## config.mk

```make
export PLATFORM = sky130hd
export DESIGN_NAME = fps_top
export DESIGN_NICKNAME = d
export VERILOG_FILES = /design/src/design/fps_pkg.sv /design/src/design/fps_debug_gate.sv /design/src/design/fps_cmd_decode.sv /design/src/design/fps_top.sv
export VERILOG_INCLUDE_DIRS = /design/src /design/src/design
export SDC_FILE = /design/constraint.sdc
export NUM_CORES = 2
export LEC_CHECK = 0
export BUFFER_PORTS_ARGS = -buffer_cell sky130_fd_sc_hd__buf_2
export CORE_MARGIN = 1.5
export CORE_UTILIZATION = 50
export DETAILED_ROUTE_END_ITERATION = 6
export GPL_ROUTABILITY_DRIVEN = 1
export HOLD_SLACK_MARGIN = 0.1
export PLACE_DENSITY = 0.77
export SLEW_MARGIN = 20
export SYNTH_ARGS = -nofsm -noshare
export SYNTH_HDL_FRONTEND = slang
export SYNTH_SLANG_ARGS = --single-unit
```

## constraint.sdc

```tcl
create_clock -name clock_in -period 6.62 [get_ports clock_in]
set_input_delay 0 -clock clock_in [delete_from_list [all_inputs] [get_ports clock_in]]
set_output_delay 0 -clock clock_in [all_outputs]
set_load 0.02 [all_outputs]
```

## src/design/fps_consts.svh

```systemverilog
// Purpose: Offsets, field positions, codes and counts of the flash program front end
// Assumes: 32-bit register port, store-word command port
// Notes: Included by bare name
`ifndef FPS_CONSTS_SVH
`define FPS_CONSTS_SVH

// Register byte addresses
`define FPS_OFS_MODE 32'hffffe510
`define FPS_OFS_UNLOCK 32'hffffe514
`define FPS_OFS_STATUS 32'hffffe520

// Debug security
`define FPS_UNLOCK_CODE 32'h000000c5
`define FPS_DISABLE_RST 1'b1

// Status register fields
`define FPS_ST_READY 0
`define FPS_ST_ERROR 1
`define FPS_ST_PROT_LO 4
`define FPS_ST_SECURE 8

// Command addresses (word offset bits 13:2) and data codes
`define FPS_CA1 12'h555
`define FPS_CA2 12'h2aa
`define FPS_CD_AA 8'haa
`define FPS_CD_55 8'h55
`define FPS_CD_PROG 8'ha0
`define FPS_CD_ERASE 8'h80
`define FPS_CD_CHIP 8'h10
`define FPS_CD_BLOCK 8'h30
`define FPS_CD_RESET 8'hf0

// Geometry: 128-word page, 128 kB block, 512 kB area, 1 MB chip
`define FPS_PAGE_WORDS 8'h80
`define FPS_AREAS 4
`define FPS_MIN_CMD_GAP 15

`endif

```

## src/design/fps_pkg.sv

```systemverilog
// Purpose: Types shared by the flash program front end
// Assumes: Nothing beyond the consts header
// Notes: Constants live in fps_consts.svh
package fps_pkg;

  typedef enum logic [2:0] {
    FPS_ST_IDLE = 3'b000,
    FPS_ST_LOAD = 3'b001,
    FPS_ST_PROG = 3'b010,
    FPS_ST_ERASE = 3'b011,
    FPS_ST_WAIT = 3'b100
  } fps_state_t;

  typedef enum logic [2:0] {
    FPS_SQ_IDLE = 3'b000,
    FPS_SQ_AA = 3'b001,
    FPS_SQ_55 = 3'b010,
    FPS_SQ_80 = 3'b011,
    FPS_SQ_80AA = 3'b100,
    FPS_SQ_8055 = 3'b101
  } fps_seq_t;

endpackage

```

## src/design/fps_debug_gate.sv

```systemverilog
// Purpose: Two-step debug probe unlock
// Assumes: por_n_in is the power-on reset, synchronous, active low
// Notes: Ordinary reset does not reach these flops
`include "fps_consts.svh"

module fps_debug_gate (
  // Clock and power-on reset
  input wire logic clock_in,
  input wire logic por_n_in,
  // Register writes
  input wire logic mode_wr_in,
  input wire logic unlock_wr_in,
  input wire logic [31:0] wdata_in,
  // State
  output logic disable_bit_out,
  output logic probe_enable_out
);

  always_ff @(posedge clock_in) begin
    if (!por_n_in) begin
      disable_bit_out <= `FPS_DISABLE_RST;
    end else if (mode_wr_in) begin
      disable_bit_out <= wdata_in[0];
    end
  end

  always_ff @(posedge clock_in) begin
    if (!por_n_in) begin
      probe_enable_out <= 1'b0;
    end else if (unlock_wr_in && wdata_in == `FPS_UNLOCK_CODE) begin
      probe_enable_out <= ~disable_bit_out;
    end
  end

endmodule

```

## src/design/fps_cmd_decode.sv

```systemverilog
// Purpose: Command sequence recogniser for program and erase
// Assumes: Store-word cycles at least the minimum gap apart
// Notes: Reset code returns to idle from any step
`include "fps_consts.svh"

module fps_cmd_decode (
  // Clock and reset
  input wire logic clock_in,
  input wire logic rst_n_in,
  // Command cycles
  input wire logic cmd_wr_in,
  input wire logic [20:0] cmd_addr_in,
  input wire logic [7:0] cmd_byte_in,
  input wire logic hold_in,
  // Decoded commands
  output logic prog_go_out,
  output logic chip_go_out,
  output logic block_go_out,
  output logic [20:0] go_addr_out
);

  fps_pkg::fps_seq_t seq_r;

  function automatic logic hit(input logic [20:0] a, input logic [7:0] d,
                               input logic [11:0] ea, input logic [7:0] ed);
    hit = (a[13:2] == ea) && (d == ed);
  endfunction

  always_ff @(posedge clock_in) begin
    prog_go_out <= 1'b0;
    chip_go_out <= 1'b0;
    block_go_out <= 1'b0;
    if (!rst_n_in) begin
      seq_r <= fps_pkg::FPS_SQ_IDLE;
      go_addr_out <= 21'h000000;
    end else if (cmd_wr_in && !hold_in) begin
      go_addr_out <= cmd_addr_in;
      if (cmd_byte_in == `FPS_CD_RESET) begin
        seq_r <= fps_pkg::FPS_SQ_IDLE;
      end else begin
        seq_r <= fps_pkg::FPS_SQ_IDLE;
        unique case (seq_r)
          fps_pkg::FPS_SQ_IDLE, fps_pkg::FPS_SQ_80: begin
            if (hit(cmd_addr_in, cmd_byte_in, `FPS_CA1, `FPS_CD_AA)) begin
              seq_r <= (seq_r == fps_pkg::FPS_SQ_80) ? fps_pkg::FPS_SQ_80AA
                                                      : fps_pkg::FPS_SQ_AA;
            end
          end
          fps_pkg::FPS_SQ_AA, fps_pkg::FPS_SQ_80AA: begin
            if (hit(cmd_addr_in, cmd_byte_in, `FPS_CA2, `FPS_CD_55)) begin
              seq_r <= (seq_r == fps_pkg::FPS_SQ_80AA) ? fps_pkg::FPS_SQ_8055
                                                        : fps_pkg::FPS_SQ_55;
            end
          end
          fps_pkg::FPS_SQ_55: begin
            if (hit(cmd_addr_in, cmd_byte_in, `FPS_CA1, `FPS_CD_PROG)) begin
              prog_go_out <= 1'b1;
            end else if (hit(cmd_addr_in, cmd_byte_in, `FPS_CA1, `FPS_CD_ERASE)) begin
              seq_r <= fps_pkg::FPS_SQ_80;
            end
          end
          fps_pkg::FPS_SQ_8055: begin
            if (hit(cmd_addr_in, cmd_byte_in, `FPS_CA1, `FPS_CD_CHIP)) begin
              chip_go_out <= 1'b1;
            end else if (cmd_byte_in == `FPS_CD_BLOCK) begin
              block_go_out <= 1'b1;
            end
          end
          default: seq_r <= fps_pkg::FPS_SQ_IDLE;
        endcase
      end
    end
  end

endmodule

```

## src/design/fps_top.sv

```systemverilog
// Purpose: Flash program/erase front end with area protection and debug security
// Assumes: CPU stores words to cmd port; registers on a plain strobe port
// Notes: Protection and debug state reset only by por_n_in
`include "fps_consts.svh"

// Overview of operation
// - Probe enabled only after disable bit cleared and unlock code written.
// - Setting disable bit then writing the code again restores security.
// - Debug security registers reset only on power-on reset.
// - After the full command the operation runs with no CPU help.
// - Page program writes one 128-word page per command.
// - Chip erase clears one whole 1 MB chip per command.
// - Block erase clears only the selected 128 kB block.
// - Each 512 kB area can be protected; page program and block erase there are rejected, chip erase is not.
// - All four areas protected turns read security on.
// - Read security blocks flash reads in writer mode.
// - Only power-on or a 1 MB chip erase removes security; the erase clears protection of that chip's two areas.
// - Commands follow the JEDEC set with a few own functions.
// - Command addresses use this device's own mapping.
module fps_top (
  // Clock and resets
  input wire logic clock_in,
  input wire logic rst_n_in,
  input wire logic por_n_in,
  // Register port
  input wire logic [31:0] reg_addr_in,
  input wire logic [31:0] reg_wdata_in,
  input wire logic reg_wr_in,
  input wire logic reg_rd_in,
  output logic [31:0] reg_rdata_out,
  // Store-word command port
  input wire logic cmd_wr_in,
  input wire logic [31:0] cmd_addr_in,
  input wire logic [31:0] cmd_data_in,
  // Flash read gating
  input wire logic writer_mode_in,
  output logic flash_read_block_out,
  output logic flash_busy_out,
  // Flash array
  output logic array_wr_out,
  output logic array_block_erase_out,
  output logic array_chip_erase_out,
  output logic [20:0] array_addr_out,
  output logic [31:0] array_data_out,
  input wire logic array_done_in,
  // Debug probe
  output logic probe_enable_out
);

  fps_pkg::fps_state_t state_r;
  logic [31:0] page_mem [128];
  logic [7:0] word_cnt_r;
  logic [20:0] op_addr_r;
  logic [3:0] protect_r;
  logic secure_r;
  logic error_r;
  logic disable_bit;
  logic mode_wr;
  logic unlock_wr;
  logic prog_go;
  logic chip_go;
  logic block_go;
  logic [20:0] go_addr;
  logic busy;
  logic loading;

  function automatic logic [1:0] area_of(input logic [20:0] a);
    area_of = a[20:19];
  endfunction

  assign busy = (state_r != fps_pkg::FPS_ST_IDLE);
  assign loading = (state_r == fps_pkg::FPS_ST_LOAD);
  assign mode_wr = reg_wr_in && (reg_addr_in == `FPS_OFS_MODE);
  assign unlock_wr = reg_wr_in && (reg_addr_in == `FPS_OFS_UNLOCK);

  fps_debug_gate u_gate (
    .clock_in(clock_in),
    .por_n_in(por_n_in),
    .mode_wr_in(mode_wr),
    .unlock_wr_in(unlock_wr),
    .wdata_in(reg_wdata_in),
    .disable_bit_out(disable_bit),
    .probe_enable_out(probe_enable_out)
  );

  // Word-wide commands only; upper data bits are not looked at
  fps_cmd_decode u_dec (
    .clock_in(clock_in),
    .rst_n_in(rst_n_in),
    .cmd_wr_in(cmd_wr_in),
    .cmd_addr_in(cmd_addr_in[20:0]),
    .cmd_byte_in(cmd_data_in[7:0]),
    .hold_in(busy),
    .prog_go_out(prog_go),
    .chip_go_out(chip_go),
    .block_go_out(block_go),
    .go_addr_out(go_addr)
  );

  always_ff @(posedge clock_in) begin
    if (!rst_n_in) begin
      reg_rdata_out <= 32'h00000000;
    end else begin
      reg_rdata_out <= 32'h00000000;
      if (reg_rd_in) begin
        unique case (reg_addr_in)
          `FPS_OFS_MODE: reg_rdata_out[0] <= disable_bit;
          `FPS_OFS_STATUS: begin
            reg_rdata_out[`FPS_ST_READY] <= ~busy;
            reg_rdata_out[`FPS_ST_ERROR] <= error_r;
            reg_rdata_out[`FPS_ST_PROT_LO +: `FPS_AREAS] <= protect_r;
            reg_rdata_out[`FPS_ST_SECURE] <= secure_r;
          end
          default: reg_rdata_out <= 32'h00000000;
        endcase
      end
    end
  end

  // Protection bits stand in for nonvolatile cells, so only power-on and a finished chip erase clear them
  always_ff @(posedge clock_in) begin
    if (!por_n_in) begin
      protect_r <= 4'h0;
    end else if (state_r == fps_pkg::FPS_ST_WAIT && array_done_in && array_chip_erase_out) begin
      protect_r[{op_addr_r[20], 1'b0} +: 2] <= 2'b00;
    end else if (reg_wr_in && reg_addr_in == `FPS_OFS_STATUS && !busy) begin
      protect_r <= protect_r | reg_wdata_in[`FPS_ST_PROT_LO +: `FPS_AREAS];
    end
  end

  always_ff @(posedge clock_in) begin
    if (!por_n_in) begin
      secure_r <= 1'b0;
    end else begin
      secure_r <= &protect_r;
    end
  end

  always_ff @(posedge clock_in) begin
    if (!rst_n_in) begin
      flash_read_block_out <= 1'b0;
      flash_busy_out <= 1'b0;
    end else begin
      flash_read_block_out <= busy || (secure_r && writer_mode_in);
      flash_busy_out <= busy;
    end
  end

  // Page buffer fill while loading
  always_ff @(posedge clock_in) begin
    if (loading && cmd_wr_in) begin
      page_mem[cmd_addr_in[8:2]] <= cmd_data_in;
    end
  end

  always_ff @(posedge clock_in) begin
    array_wr_out <= 1'b0;
    array_block_erase_out <= 1'b0;
    array_chip_erase_out <= array_chip_erase_out;
    if (!rst_n_in) begin
      state_r <= fps_pkg::FPS_ST_IDLE;
      word_cnt_r <= 8'h00;
      op_addr_r <= 21'h000000;
      error_r <= 1'b0;
      array_chip_erase_out <= 1'b0;
      array_addr_out <= 21'h000000;
      array_data_out <= 32'h00000000;
    end else begin
      unique case (state_r)
        fps_pkg::FPS_ST_IDLE: begin
          array_chip_erase_out <= 1'b0;
          word_cnt_r <= 8'h00;
          if (prog_go) begin
            error_r <= 1'b0;
            state_r <= fps_pkg::FPS_ST_LOAD;
          end else if (block_go && protect_r[area_of(go_addr)]) begin
            error_r <= 1'b1;
          end else if (block_go) begin
            error_r <= 1'b0;
            op_addr_r <= {go_addr[20:17], 17'h00000};
            array_addr_out <= {go_addr[20:17], 17'h00000};
            array_block_erase_out <= 1'b1;
            state_r <= fps_pkg::FPS_ST_WAIT;
          end else if (chip_go) begin
            error_r <= 1'b0;
            op_addr_r <= {go_addr[20], 20'h00000};
            array_addr_out <= {go_addr[20], 20'h00000};
            array_chip_erase_out <= 1'b1;
            state_r <= fps_pkg::FPS_ST_ERASE;
          end
        end
        fps_pkg::FPS_ST_LOAD: begin
          if (cmd_wr_in) begin
            if (word_cnt_r == 8'h00) begin
              op_addr_r <= {cmd_addr_in[20:9], 9'h000};
            end
            if (cmd_data_in[7:0] == `FPS_CD_RESET && word_cnt_r == 8'h00) begin
              state_r <= fps_pkg::FPS_ST_IDLE;
            end else if (word_cnt_r == `FPS_PAGE_WORDS - 8'h01) begin
              word_cnt_r <= 8'h00;
              if (protect_r[area_of(word_cnt_r == 8'h00 ? cmd_addr_in[20:0] : op_addr_r)]) begin
                error_r <= 1'b1;
                state_r <= fps_pkg::FPS_ST_IDLE;
              end else begin
                state_r <= fps_pkg::FPS_ST_PROG;
              end
            end else begin
              word_cnt_r <= word_cnt_r + 8'h01;
            end
          end
        end
        // Stream buffered words to the array one per clock
        fps_pkg::FPS_ST_PROG: begin
          array_wr_out <= 1'b1;
          array_addr_out <= {op_addr_r[20:9], word_cnt_r[6:0], 2'b00};
          array_data_out <= page_mem[word_cnt_r[6:0]];
          if (word_cnt_r == `FPS_PAGE_WORDS - 8'h01) begin
            state_r <= fps_pkg::FPS_ST_WAIT;
          end
          word_cnt_r <= word_cnt_r + 8'h01;
        end
        // Chip erase strobe stays high through wait until array done
        fps_pkg::FPS_ST_ERASE: begin
          state_r <= fps_pkg::FPS_ST_WAIT;
        end
        fps_pkg::FPS_ST_WAIT: begin
          if (array_done_in) begin
            array_chip_erase_out <= 1'b0;
            state_r <= fps_pkg::FPS_ST_IDLE;
          end
        end
        default: state_r <= fps_pkg::FPS_ST_IDLE;
      endcase
    end
  end

endmodule

```

==> summary.md <==
| Metric | Value |
|---|---|
| Clock Power Share | 43.4% |
| Critical path origin | word_cnt_r[0]$_SDFFE_PN0P_ |
| Critical Path Start Type | flip-flop |
| Pwr dens | 287 nW/um^2 |
| CTS resizes | 0 |
| Non-Filler Instances | 12,819 |
| Gr usage total | 28.0% |
| HP Class | primary input to flip-flop |
| Die H | 571 um |
| DR vias/cell | 6.70 |
| Initial Util | 50.3% |
| Die W | 571 um |
| Top Ports | 227 |
| Placed instance area | 169,000 sq um |
| Hold_sp | cmd_data_in[23] |
| Setup slack after layout | 1670 ps |
| Crit path max fanout | 34 |
| Crit end category | flip-flop |
| Area delta synth->final | 13.5% |
| Inst Count DP | 11,946 |
| CTS tree | built |
| Mux share of post-synthesis cell area | 15.3% |
| Switching Fraction | 19.8% |
| Buffers on Ports | 186 |
| Comb power frac | 1.3% |
| Reg2reg start | word_cnt_r[0]$_SDFFE_PN0P_ |
| Fmax | 202 MHz |
| Vias in the first global route | 85,284 |
| Number of fillers in the final layout | 22,126 |
| CP required | 7380 ps |
| Total gr overflow | 0 |
| DRC viols | 4 |
| First-pass GRT wire length | 640,000 um |
| Clk Latency, worst-skew pair | 940 ps |
| RSZ-0062 raised after global routing | no |
| Overall Power | 52.7 mW |
| DRT Wirelength | 462,000 um |
| Hpwl dp | 257,000 um |
| LEAKAGE | 54.9 nW |
| Sequential Power Share | 55.3% |
| Root Buffer | clkbuf_16 |
| Antenna violations before repair | 50 |
| Compound-gate portion of the synthesized area | 3.50% |
| Setup_tns | 0 ps |
| Arrival time worst endpoint | 5710 ps |
| Clk slew on worst S/H paths | 70 ps |
| Sequential area share after synthesis | 77.4% |
| Antenna viol nets, final | 0 |
| Period utilization | 74.8% |
| Maximum vdd drop | 253 uV |
| Top_reg_cell synth | edfxtp_1 |
| Largest net degree at the start of global routing | 117 |
| FP Rows | 208 |
| CTS buffer count | 395 |
| Final hold viol count | 0 |
| Fin util | 57.1% |
| Full die area | 326,000 sq um |
| Clock sink total | 4,200 |
| XOR/XNOR Fraction of Synth Area | 0.0325% |
| Clock Tree Buf Depth | 4 |
| Status | finished, violations left |
| Max Cap Viol | 0 |
| Critical path type | flip-flop to flip-flop |
| Final setup vio count | 0 |
| Number of synthesized flops with an enable pin | 4,096 |
| Slew Viols, Final | 0 |
| Clock skew | 75.9 ps |
| Failing checks | DRC |
| Placeable core area | 321,000 sq um |
| Psw | 10.4 mW |
| Synthesized area | 162,000 sq um |
| Slew headroom | 9.43% |
| Asr flop ratio synth | 0% |
| Final min period | 4950 ps |
| YS warnings | 0 |
| Internal power | 42.2 mW |
| Main combinational cell family by area after synthesis | multiplexers |
| Synth Area per Inst | 21.3 sq um |
| DP Worst Slack | 2070 ps |
| Post-route design area | 183,000 sq um |
| Hold_ws | 142 ps |
| Worst-margin pin slew | 1350 ps |
| Gpl congestion | 0.887 |
| Cells after Synth | 7,575 |
| FF+latch count, synth | 4,200 |
| H-tree depth | 5 |
| Netlist cell types | 79 |
| DR vias | 85,927 |
| Post-Synth Adder-Cell Area | 0.0155% |
| Pre-Repair DR Iteration Count | 7 |
| Share of layout cells above drive strength 1 | 24.9% |
| Avg WL per Cell | 36.1 um |
| Synth Area in Simple Gates | 2.01% |
| Iter 0 DRT Violations | 14,106 |
| # nets final | 8,310 |
-- final cells by class --
type / instances / area (sq um) / area share, %
antenna: 18 / 45.0 / 0.0246
inverter: 10 / 38.8 / 0.0212
sequential: 4200 / 125000 / 68.2
clock inverter: 236 / 2440 / 1.33
clock buffer: 485 / 10500 / 5.72
tap: 4305 / 5390 / 2.94
timing repair buffer: 621 / 4930 / 2.69
multi-input combinational: 2944 / 35000 / 19.1
-- worst max-delay path, stage by stage, from the launching register on --
cell	delay, ps
dfxtp_4	760
clkinv_2	750
nand3_2	700
buf_4	630
o22ai_1	130
nor4_1	500
nor3_1	220
a21oi_1	880
o21ai_1	150
-- power by group through the flow --
stage               Combinational, mW  Clock (mW)  Sequential [mW]
global route                    0.705        23.8             29.1
detailed placement              0.599           0             29.7
CTS                             0.657        22.9             29.1
global placement                0.555           0             29.7
finish                          0.688        22.8             29.1
floorplan                      0.0540           0             29.7
-- final timing paths --
check	cells past startpoint	slack (ps)	endpoint
hold reg to reg	2	470	array_addr_out[2]$_SDFFE_PN0P_
setup / recovery	8	1670	array_data_out[24]$_SDFFE_PN0P_
setup reg to reg	8	1670	array_data_out[24]$_SDFFE_PN0P_
hold / removal	2	140	page_mem[88][23]$_DFFE_PP_
-- cells by family (layout without fill, tap and decap cells) --
family,count (synthesis),count (layout)
flip-flops,4200,4200
multiplexers,1407,1407
AO/OA/AOI/OAI,818,818
AND/OR/NAND/NOR,684,684
buffers and inverters,457,1352
XOR/XNOR,6,6
adder cells (fa/ha/maj),2,2
other,1,45
-- layer usage --
metal	wire (um)	up-vias	GRT usage [%]
li1	-	32978	-
met1	155000	44209	35.5
met4	28200	38	14.6
met2	211000	7393	42.9
met5	251	-	0.0588
met3	68100	1309	9.74
-- flip-flops by register name, summed over array words and instances (netlist names), 3 cells and up --
name	cells
state_r	3
page_mem	4096
array_addr_out	19
op_addr_r	12
word_cnt_r	8
reg_rdata_out	7
array_data_out	32
u_dec.go_addr_out	4
protect_r	4
u_dec.seq_r	3
-- cells in the mapped netlist, types with 40 or more instances --
library cell	count	area share [%]
nand3_1	40	0.12
dfxtp_1	104	1.3
edfxtp_1	4096	76
a221oi_1	42	0.23
o21ai_0	87	0.27
o221ai_1	54	0.29
buf_4	150	0.70
a22oi_1	80	0.37
o22ai_1	129	0.50
a211oi_1	89	0.41
mux2i_1	527	3.3
buf_2	127	0.39
clkbuf_1	117	0.27
nand2b_1	40	0.15
nor2_1	237	0.55
mux4_2	849	12
nand2_1	179	0.42
a21oi_1	133	0.41
-- repair_timing --
action / in CTS / in global routing
setup buffers: 0 / 0
hold buffers: 132 / 0
hold endpoints to repair: 1889 / 0
-- layout by cell type, fill, tap and decap left out, types with 31 or more instances in the layout --
master,count
a211oi_1,85
a21oi_1,133
a221oi_1,42
a22o_1,32
a22oi_1,80
buf_2,154
buf_4,305
bufinv_16,44
clkbuf_1,73
clkbuf_16,403
clkinv_1,81
clkinv_2,78
dfxtp_1,97
dlygate4sd3_1,132
edfxtp_1,4096
mux2_2,31
mux2i_1,527
mux4_2,849
nand2_1,171
nand2b_1,39
nand3_1,37
nor2_1,105
nor2_4,130
nor2b_1,31
nor4_1,33
o21ai_0,82
o221ai_1,54
o22ai_1,129
(Power assumes the default switching activity.)
